## src/verilog/irq_pend_pkg.sv

```systemverilog
// Constants and carrier types of the IRQ pending/index stage.
// Assumes a 32-bit AXI4-Lite register bus and one system clock.
package irq_pend_pkg;

  // ------------------------------------------------------------------
  // Register byte addresses
  // ------------------------------------------------------------------
  localparam logic [31:0] ADDR_IRQ_PENDING  = 32'h4a00_0010;  // W1C
  localparam logic [31:0] ADDR_IRQ_INDEX    = 32'h4a00_0014;  // RO
  localparam logic [31:0] ADDR_SUB_PENDING  = 32'h4a00_0018;  // W1C
  localparam logic [31:0] ADDR_EVT_STATUS   = 32'h4a00_0020;  // RO sticky
  localparam logic [31:0] ADDR_EVT_CLEAR    = 32'h4a00_0024;  // WO
  localparam logic [31:0] ADDR_EVT_ENABLE   = 32'h4a00_0028;  // RW
  localparam logic [31:0] ADDR_WORD_MASK    = 32'hffff_fffc;  // Drop byte bits

  // ------------------------------------------------------------------
  // Widths, reset values and field layout
  // ------------------------------------------------------------------
  localparam int          NUM_SOURCES       = 32;
  localparam int          INDEX_W           = 5;
  localparam int          SUB_W             = 11;
  localparam int          EVT_W             = 2;
  localparam logic [31:0] PENDING_RESET     = 32'h0000_0000;
  localparam logic [4:0]  INDEX_RESET       = 5'h00;
  localparam logic [10:0] SUB_RESET         = 11'h000;
  localparam logic [1:0]  EVT_RESET         = 2'h0;
  // Positions 24 and 6 are reserved and never set
  localparam logic [31:0] SOURCE_VALID      = 32'hfeff_ffbf;
  localparam int          EVT_IRQ_TAKEN     = 0;  // Pending loaded
  localparam int          EVT_SUB_SET       = 1;  // Any sub request

  // ------------------------------------------------------------------
  // Bus responses
  // ------------------------------------------------------------------
  localparam logic [1:0]  RESP_OKAY         = 2'h0;
  localparam logic [1:0]  RESP_SLVERR       = 2'h2;

  // ------------------------------------------------------------------
  // Carrier types
  // ------------------------------------------------------------------
  // One UART channel's three sub-requests, msb first
  typedef struct packed {
    logic error_request;
    logic transmit_request;
    logic receive_request;
  } uart_req_t;

  // Sub-source layout, bit 10 down to bit 0
  typedef struct packed {
    logic      adc_request;
    logic      touch_request;
    uart_req_t uart2;
    uart_req_t uart1;
    uart_req_t uart0;
  } sub_req_t;

  // Per-source request context from the surrounding controller
  typedef struct packed {
    logic [31:0] source_pending;  // Latched source requests
    logic [31:0] mask;            // 1 = service masked
    logic [31:0] fiq_mode;        // 1 = fast interrupt mode
    logic [31:0] grant;           // Arbiter winner, one-hot
  } src_ctx_t;

endpackage

```

## src/verilog/lowest_set_pick.sv

```systemverilog
// Picks the lowest set bit of a vector as one-hot plus its index.
// Pure combinational; caller registers the result.
`timescale 1ns/10ps
module lowest_set_pick #(
  parameter int W  = 32,
  parameter int IW = 5
) (
  input  wire logic [W-1:0]  vec,
  output logic      [W-1:0]  onehot,
  output logic      [IW-1:0] index,
  output logic               any
);

  // ------------------------------------------------------------------
  // Scan from the top so the lowest bit is written last and wins
  // ------------------------------------------------------------------
  always_comb begin
    onehot = '0;
    index  = '0;
    any    = 1'b0;
    for (int i = W - 1; i >= 0; i--) begin
      if (vec[i]) begin
        onehot = '0;
        onehot[i] = 1'b1;
        index  = IW'(i);
        any    = 1'b1;
      end
    end
  end

endmodule // lowest_set_pick

```

## src/verilog/irq_pending_offset_logic.sv

```systemverilog
// IRQ pending, source index and sub-source pending stage with an
// AXI4-Lite register slave and an event interrupt output.
// Assumes source pending, mask, mode and arbiter live outside on aclk.
//
// Function
// - At most one pending bit, it drives IRQ
// - Pending write clears bits written one
// - Fast-mode requests never set pending bits
// - Index register returns pending bit position
// - Index clears once both pending bits clear
// - Fast-mode requests leave index unchanged
// - Pending resets zero, bits 24, 6 zero
// - Eleven sub-request flags, upper bits read zero
// - Sub pending write clears bits written one
// - Masked sources never reach irq pending
//
// Our own choice: the AXI4-Lite register port.
`timescale 1ns/10ps
module irq_pending_offset_logic (
  input  wire logic                 aclk,
  input  wire logic                 aresetn,
  // AXI4-Lite write address
  input  wire logic [31:0]          awaddr,
  input  wire logic [2:0]           awprot,
  input  wire logic                 awvalid,
  output logic                      awready,
  // AXI4-Lite write data
  input  wire logic [31:0]          wdata,
  input  wire logic [3:0]           wstrb,
  input  wire logic                 wvalid,
  output logic                      wready,
  // AXI4-Lite write response
  output logic [1:0]                bresp,
  output logic                      bvalid,
  input  wire logic                 bready,
  // AXI4-Lite read address
  input  wire logic [31:0]          araddr,
  input  wire logic [2:0]           arprot,
  input  wire logic                 arvalid,
  output logic                      arready,
  // AXI4-Lite read data
  output logic [31:0]               rdata,
  output logic [1:0]                rresp,
  output logic                      rvalid,
  input  wire logic                 rready,
  // Source context from the surrounding controller
  input  wire irq_pend_pkg::src_ctx_t src_ctx,
  // Sub-source request pulses
  input  wire irq_pend_pkg::sub_req_t sub_request,
  // Toward the core and the system
  output logic                      cpu_irq,
  output logic                      evt_irq
);

  // ------------------------------------------------------------------
  // State
  // ------------------------------------------------------------------
  logic [31:0] pending_r;      // One-hot irq pending flags
  logic [31:0] pending_nxt;
  logic [4:0]  index_r;        // Source index of pending bit
  logic [4:0]  index_nxt;
  logic [10:0] sub_r;          // Sub-source pending flags
  logic [10:0] sub_nxt;
  logic [1:0]  evt_status_r;   // Sticky events
  logic [1:0]  evt_status_nxt;
  logic [1:0]  evt_enable_r;   // Event enables
  logic [1:0]  evt_enable_nxt;
  logic        cpu_irq_r;
  logic        evt_irq_r;

  // Bus slave state
  logic        aw_held_r;      // Write address captured
  logic        w_held_r;       // Write data captured
  logic [31:0] aw_addr_r;
  logic [31:0] w_data_r;
  logic [3:0]  w_strb_r;
  logic        awready_r;
  logic        wready_r;
  logic        bvalid_r;
  logic [1:0]  bresp_r;
  logic        arready_r;
  logic        rvalid_r;
  logic [31:0] rdata_r;
  logic [1:0]  rresp_r;

  // ------------------------------------------------------------------
  // Candidate selection
  // ------------------------------------------------------------------
  logic [31:0] candidates;     // Eligible IRQ-mode requests
  logic [31:0] pick_onehot;
  logic [4:0]  pick_index;
  logic        pick_any;
  logic        load;           // Pending register takes a winner

  assign candidates = src_ctx.grant & src_ctx.source_pending & ~src_ctx.mask
                    & ~src_ctx.fiq_mode & irq_pend_pkg::SOURCE_VALID;

  // Guards the one-hot property even if the grant is not one-hot
  lowest_set_pick #(
    .W  (irq_pend_pkg::NUM_SOURCES),
    .IW (irq_pend_pkg::INDEX_W)
  ) u_pick (
    .vec    (candidates),
    .onehot (pick_onehot),
    .index  (pick_index),
    .any    (pick_any)
  );

  // only load into an empty register
  assign load = pick_any && (pending_r == irq_pend_pkg::PENDING_RESET);

  // ------------------------------------------------------------------
  // Write decode
  // ------------------------------------------------------------------
  logic        do_write;       // Both halves present, response free
  logic [31:0] wmask;          // Byte strobes expanded
  logic [31:0] wbits;          // Data bits under strobes
  logic [31:0] w_word;         // Word-aligned write address
  logic        wr_pending;
  logic        wr_index;
  logic        wr_sub;
  logic        wr_status;
  logic        wr_clear;
  logic        wr_enable;
  logic        wr_mapped;

  assign do_write   = aw_held_r && w_held_r && !bvalid_r;
  assign wmask      = {{8{w_strb_r[3]}}, {8{w_strb_r[2]}},
                       {8{w_strb_r[1]}}, {8{w_strb_r[0]}}};
  assign wbits      = w_data_r & wmask;
  assign w_word     = aw_addr_r & irq_pend_pkg::ADDR_WORD_MASK;
  assign wr_pending = do_write && (w_word == irq_pend_pkg::ADDR_IRQ_PENDING);
  assign wr_index   = do_write && (w_word == irq_pend_pkg::ADDR_IRQ_INDEX);
  assign wr_sub     = do_write && (w_word == irq_pend_pkg::ADDR_SUB_PENDING);
  assign wr_status  = do_write && (w_word == irq_pend_pkg::ADDR_EVT_STATUS);
  assign wr_clear   = do_write && (w_word == irq_pend_pkg::ADDR_EVT_CLEAR);
  assign wr_enable  = do_write && (w_word == irq_pend_pkg::ADDR_EVT_ENABLE);
  // Writes to read-only words are accepted and ignored
  assign wr_mapped  = wr_pending || wr_index || wr_sub
                    || wr_status || wr_clear || wr_enable;

  // ------------------------------------------------------------------
  // Next state of the interrupt registers
  // ------------------------------------------------------------------
  always_comb begin
    pending_nxt = pending_r;
    if (wr_pending) begin
      pending_nxt = pending_nxt & ~wbits;
    end
    if (load) begin
      pending_nxt = pending_nxt | pick_onehot;
    end
    pending_nxt = pending_nxt & irq_pend_pkg::SOURCE_VALID;
  end

  always_comb begin
    index_nxt = index_r;
    // clear once both pending bits gone
    if ((pending_r == irq_pend_pkg::PENDING_RESET)
        && !src_ctx.source_pending[index_r]) begin
      index_nxt = irq_pend_pkg::INDEX_RESET;
    end
    if (load) begin
      index_nxt = pick_index;
    end
  end

  always_comb begin
    sub_nxt = sub_r;
    if (wr_sub) begin
      sub_nxt = sub_nxt & ~wbits[irq_pend_pkg::SUB_W-1:0];
    end
    // new sub requests win over clear
    sub_nxt = sub_nxt | sub_request;
  end

  always_comb begin
    evt_status_nxt = evt_status_r;
    if (wr_clear) begin
      evt_status_nxt = evt_status_nxt & ~wbits[irq_pend_pkg::EVT_W-1:0];
    end
    // Events arriving with a clear are kept
    evt_status_nxt[irq_pend_pkg::EVT_IRQ_TAKEN] =
      evt_status_nxt[irq_pend_pkg::EVT_IRQ_TAKEN] | load;
    evt_status_nxt[irq_pend_pkg::EVT_SUB_SET] =
      evt_status_nxt[irq_pend_pkg::EVT_SUB_SET] | (|sub_request);
  end

  assign evt_enable_nxt = wr_enable ? wbits[irq_pend_pkg::EVT_W-1:0]
                                    : evt_enable_r;

  // ------------------------------------------------------------------
  // Interrupt registers
  // ------------------------------------------------------------------
  // Pending flags and index
  always_ff @(posedge aclk) begin
    if (!aresetn) begin
      pending_r <= irq_pend_pkg::PENDING_RESET;
      index_r   <= irq_pend_pkg::INDEX_RESET;
    end else begin
      pending_r <= pending_nxt;
      index_r   <= index_nxt;
    end
  end

  // Sub-source flags
  always_ff @(posedge aclk) begin
    if (!aresetn) begin
      sub_r <= irq_pend_pkg::SUB_RESET;
    end else begin
      sub_r <= sub_nxt;
    end
  end

  // Event status and enable
  always_ff @(posedge aclk) begin
    if (!aresetn) begin
      evt_status_r <= irq_pend_pkg::EVT_RESET;
      evt_enable_r <= irq_pend_pkg::EVT_RESET;
    end else begin
      evt_status_r <= evt_status_nxt;
      evt_enable_r <= evt_enable_nxt;
    end
  end

  // Output levels track the registers they summarise, same edge
  always_ff @(posedge aclk) begin
    if (!aresetn) begin
      cpu_irq_r <= 1'b0;
      evt_irq_r <= 1'b0;
    end else begin
      cpu_irq_r <= |pending_nxt;
      evt_irq_r <= |(evt_status_nxt & evt_enable_nxt);
    end
  end

  // ------------------------------------------------------------------
  // AXI4-Lite write channels
  // ------------------------------------------------------------------
  // Address and data captured independently, in either order
  always_ff @(posedge aclk) begin
    if (!aresetn) begin
      aw_held_r <= 1'b0;
      w_held_r  <= 1'b0;
      aw_addr_r <= '0;
      w_data_r  <= '0;
      w_strb_r  <= '0;
      awready_r <= 1'b0;
      wready_r  <= 1'b0;
    end else begin
      if (awvalid && awready_r) begin
        aw_held_r <= 1'b1;
        aw_addr_r <= awaddr;
        awready_r <= 1'b0;
      end else if (do_write) begin
        aw_held_r <= 1'b0;
        awready_r <= 1'b1;
      end else begin
        awready_r <= !aw_held_r;
      end
      if (wvalid && wready_r) begin
        w_held_r  <= 1'b1;
        w_data_r  <= wdata;
        w_strb_r  <= wstrb;
        wready_r  <= 1'b0;
      end else if (do_write) begin
        w_held_r  <= 1'b0;
        wready_r  <= 1'b1;
      end else begin
        wready_r  <= !w_held_r;
      end
    end
  end

  // Write response; unmapped words answer a slave error
  always_ff @(posedge aclk) begin
    if (!aresetn) begin
      bvalid_r <= 1'b0;
      bresp_r  <= irq_pend_pkg::RESP_OKAY;
    end else if (do_write) begin
      bvalid_r <= 1'b1;
      bresp_r  <= wr_mapped ? irq_pend_pkg::RESP_OKAY
                            : irq_pend_pkg::RESP_SLVERR;
    end else if (bready) begin
      bvalid_r <= 1'b0;
    end
  end

  // ------------------------------------------------------------------
  // AXI4-Lite read channels
  // ------------------------------------------------------------------
  logic [31:0] rd_word;        // Word-aligned read address
  logic [31:0] rd_value;
  logic        rd_ok;

  assign rd_word = araddr & irq_pend_pkg::ADDR_WORD_MASK;

  // Read mux; clear register reads zero, reads have no side effect
  always_comb begin
    rd_value = '0;
    rd_ok    = 1'b1;
    case (rd_word)
      irq_pend_pkg::ADDR_IRQ_PENDING: begin
        rd_value = pending_r;
      end
      irq_pend_pkg::ADDR_IRQ_INDEX: begin
        rd_value = {27'h0000000, index_r};
      end
      irq_pend_pkg::ADDR_SUB_PENDING: begin
        // Upper bits read zero
        rd_value = {21'h000000, sub_r};
      end
      irq_pend_pkg::ADDR_EVT_STATUS: begin
        rd_value = {30'h00000000, evt_status_r};
      end
      irq_pend_pkg::ADDR_EVT_CLEAR: begin
        rd_value = '0;
      end
      irq_pend_pkg::ADDR_EVT_ENABLE: begin
        rd_value = {30'h00000000, evt_enable_r};
      end
      default: begin
        rd_ok = 1'b0;
      end
    endcase
  end

  // One read in flight; address taken only while no data waits
  always_ff @(posedge aclk) begin
    if (!aresetn) begin
      arready_r <= 1'b0;
      rvalid_r  <= 1'b0;
      rdata_r   <= '0;
      rresp_r   <= irq_pend_pkg::RESP_OKAY;
    end else if (arvalid && arready_r) begin
      arready_r <= 1'b0;
      rvalid_r  <= 1'b1;
      rdata_r   <= rd_value;
      rresp_r   <= rd_ok ? irq_pend_pkg::RESP_OKAY
                         : irq_pend_pkg::RESP_SLVERR;
    end else if (rvalid_r && rready) begin
      rvalid_r  <= 1'b0;
      arready_r <= 1'b1;
    end else begin
      arready_r <= !rvalid_r;
    end
  end

  // ------------------------------------------------------------------
  // Outputs
  // ------------------------------------------------------------------
  assign awready = awready_r;
  assign wready  = wready_r;
  assign bvalid  = bvalid_r;
  assign bresp   = bresp_r;
  assign arready = arready_r;
  assign rvalid  = rvalid_r;
  assign rdata   = rdata_r;
  assign rresp   = rresp_r;
  assign cpu_irq = cpu_irq_r;
  assign evt_irq = evt_irq_r;

endmodule // irq_pending_offset_logic

```

## config.mk

```make
export PLATFORM = sky130hd
export DESIGN_NAME = irq_pending_offset_logic
export DESIGN_NICKNAME = d
export VERILOG_FILES = /design/src/verilog/irq_pend_pkg.sv /design/src/verilog/lowest_set_pick.sv /design/src/verilog/irq_pending_offset_logic.sv
export SDC_FILE = /design/constraint.sdc
export NUM_CORES = 1
export LEC_CHECK = 0
export BUFFER_PORTS_ARGS = -buffer_cell sky130_fd_sc_hd__buf_2
export CORE_MARGIN = 4
export CORE_UTILIZATION = 40
export DETAILED_ROUTE_END_ITERATION = 12
export PLACE_DENSITY = 0.67
export SYNTH_ARGS = -nofsm -noshare
export SYNTH_HDL_FRONTEND = slang
export SYNTH_HIERARCHICAL = 1
export SYNTH_SLANG_ARGS = --single-unit
```

## constraint.sdc

```tcl
create_clock -name aclk -period 5.79 [get_ports aclk]
set_input_delay 0 -clock aclk [delete_from_list [all_inputs] [get_ports aclk]]
set_output_delay 0 -clock aclk [all_outputs]
set_load 0.01 [all_outputs]
```

==> summary.txt <==
Outcome
  • Status: finished clean

Floorplan
  • Starting density of the core: between 40% and 50%
  • DIE HEIGHT: between 100 and 150 um
  • Die area: approximately 22000 sq um
  • Die W: between 100 and 150 um
  • Core ar.: just under 20000 sq um
  • I/O pins: slightly below 300
  • # rows: approximately 50

Power
  • Total power: approximately 2.7 mW
  • Clk pwr share: about two fifths
  • Pwr per Cell Area: ~250 nW/um^2
  • Internal Power: 1.90 mW
  • Switching part of the total: between 20% and 30%
  • Flop pwr share: ~44%
  • Comb pwr share: 16.9%
  • Sw power: 0.755 mW
  • Max rail drop VDD: between 150 and 200 uV
  • Leak pwr: ~4.4 nW

Timing
  • Final setup margin: between 2 and 3 ns
  • Clock Skew: ~0.014 ns
  • Hold Slack: 0.00909 ns
  • Max Fclk: roughly 330 MHz
  • Final worst path period share: 51.9%
  • Count of final setup violators: 0
  • Hold Vio Cnt, Final: 0
  • Relative slew slack: around a fifth
  • Final min period: 3.01 ns
  • Final setup TNS: 0 ns
  • Max-slew violation count: 0
  • Worst-margin pin slew: 1.18 ns
  • RSZ-0062 raised after global routing: no

Placed design
  • Hpwl dp: 20200 um
  • GP Congestion: around 0.90
  • Number of I/O port buffers: about 270
  • Dpl ws: between 2 and 3 ns

Setup path
  • Critical path fanouts, max: 33
  • Reg2Reg Depth: 6
  • CP endpoint kind: flip-flop
  • R2R Path End: cpu_irq$_SDFF_PN0_
  • CP Capture Point: cpu_irq$_SDFF_PN0_
  • Origin of the critical flop-to-flop path: pending_r[0]$_SDFF_PN0_
  • Kind of critical path: flip-flop to flip-flop
  • Crit path launch: pending_r[0]$_SDFF_PN0_
  • Slowest-stage cell, CP: and3_1
  • Reg-to-reg slack, setup: roughly 2.8 ns
  • Crit-path max cell delay: between 0.9 and 1 ns
  • Worst path cell trace: nor4_1 > and4_1 > and3_1 > a22oi_1 > nand4_1 > o41a_1
  • Worst EP required: approximately 6 ns
  • CP Launch Type: flip-flop
  • CP arrival: approximately 3.4 ns

Logic synthesis
  • Synth Area per Inst: roughly 8.5 sq um
  • Cell Area, Synth: slightly below 8000 sq um
  • Post-synthesis cell count: roughly 930
  • Warnings from Yosys: 6

GRT
  • GRT met2 Usage: 41.5%
  • GRT overflow: 0
  • Antenna violations before repair: 2
  • Met3 usage: under 10%
  • Met1 GRT Util: about 28%
  • Global Route Usage Sum: about a quarter
  • Busiest grt layer: met2
  • First-pass GRT wire length: a little over 40000 um
  • Vias in the first global route: just under 8000
  • Largest net degree at the start of global routing: 130

Finish
  • Layout cells sized above 1: between 20% and 30%
  • Final net count: 1517
  • Layout area overhead: 36.4%

Min path
  • Hold Startpoint: araddr[4]
  • HP Class: input pin to flip-flop

Clocking
  • Clock root cell: clkbuf_16
  • Post_cts resized: 0
  • CTS HTree Levels: 4
  • CTS tree: done
  • CTS clock-pin slew for the worst setup and hold paths: ~0.07 ns
  • Post-CTS Setup Inserts: 0
  • # clock sinks: roughly 160
  • Skew-Pair Late Insertion Delay: 0.43 ns
  • CTS max path bufs: 2
  • TritonCTS buffer count: 17

Drt
  • Post-route ant nets: 0
  • DR vias: 7977
  • Drt first pass iters: 5
  • Wire per inst: 17.2 um
  • Drt total wl: around 27000 um
  • DRC: 0
  • DR iter-0 viols: 581
  • Vias/cell: approximately 5.2

Run
  • Max-cap violation count: 0
==> flip-flops by register name, indices dropped and copies added (netlist names), 2 cells and up <==
| signal | count |
|---|---|
| rdata | 31 |
| evt_status_r | 2 |
| sub_r | 11 |
| aw_addr_r | 30 |
| pending_r | 30 |
| w_strb_r | 4 |
| w_data_r | 31 |
| evt_enable_r | 2 |
| index_r | 5 |
==> cell usage in the layout (no fill, tap or decap), drive strengths merged, types with 17 or more instances in the layout <==
master         n
dfxtp        157
inv           31
nor2b         31
clkbuf        18
o21ai         19
nor2          31
nor4          35
a22o          21
nand3         18
buf          278
a21boi        82
nor3          45
a22oi         22
dlygate4sd3   79
nand2        217
a21oi         22
and2          17
==> final cells by class <==
type / instances / area (sq um)
inverter: 26 / 97.6
clock inverter: 14 / 114
antenna: 2 / 5.00
multi-input combinational: 706 / 4490
sequential: 157 / 3140
tap: 265 / 332
timing repair buffer: 357 / 2190
fill: 1859 / 8660
clock buffer: 18 / 429
==> critical path, delay by kind of cell (launching register included) <==
family	cells	cell delay (ns)
AO/OA/AOI/OAI	2	0.48
flip-flops	1	0.35
AND/OR/NAND/NOR	4	2.11
==> power by group through the flow <==
stage / Sequential (mW) / Clock, mW / Combinational (mW)
2_1_floorplan: 1.18 / 0 / 0.268
3_3_place_gp: 1.20 / 0 / 0.401
3_5_place_dp: 1.20 / 0 / 0.404
4_1_cts: 1.18 / 1.05 / 0.449
5_1_grt: 1.18 / 1.09 / 0.495
6_report: 1.18 / 1.03 / 0.450
==> metal layers <==
layer | vias to the layer above | part of all wire, %
met3 | 31 | 7.1
met1 | 3669 | 41
met2 | 278 | 50
li1 | 3999 | -
met4 | 0 | 1.7
met5 | - | 0
==> per-stage QoR <==
step	utilization (%)	area [sq um]	cells
final	55.5	10800	1545
after global routing	55.5	10800	1545
after CTS	55.5	10800	1543
after detailed placement	48.6	9460	1432
after global placement	48.6	9460	1432
after floorplan	-	7960	942
==> worst min-delay path by stage <==
stage / endpoint / slack, ns / depth (start not counted)
after floorplan: sub_r[0]$_SDFF_PN0_ / 0.12 / 1
after global placement: sub_r[6]$_SDFF_PN0_ / 0.23 / 2
after detailed placement: sub_r[6]$_SDFF_PN0_ / 0.23 / 2
after CTS: rresp[1]$_SDFFE_PN0P_ / 0.002 / 4
after global routing: rresp[1]$_SDFFE_PN0P_ / 0.03 / 4
final: rresp[1]$_SDFFE_PN0P_ / 0.009 / 4
==> repair_timing <==
| item | CTS | global route |
|---|---|---|
| hold endpoints to repair | 82 | 0 |
| hold buffers | 79 | 0 |
| endpoints found under the setup margin | 0 | 0 |
(Power assumes the default switching activity.)
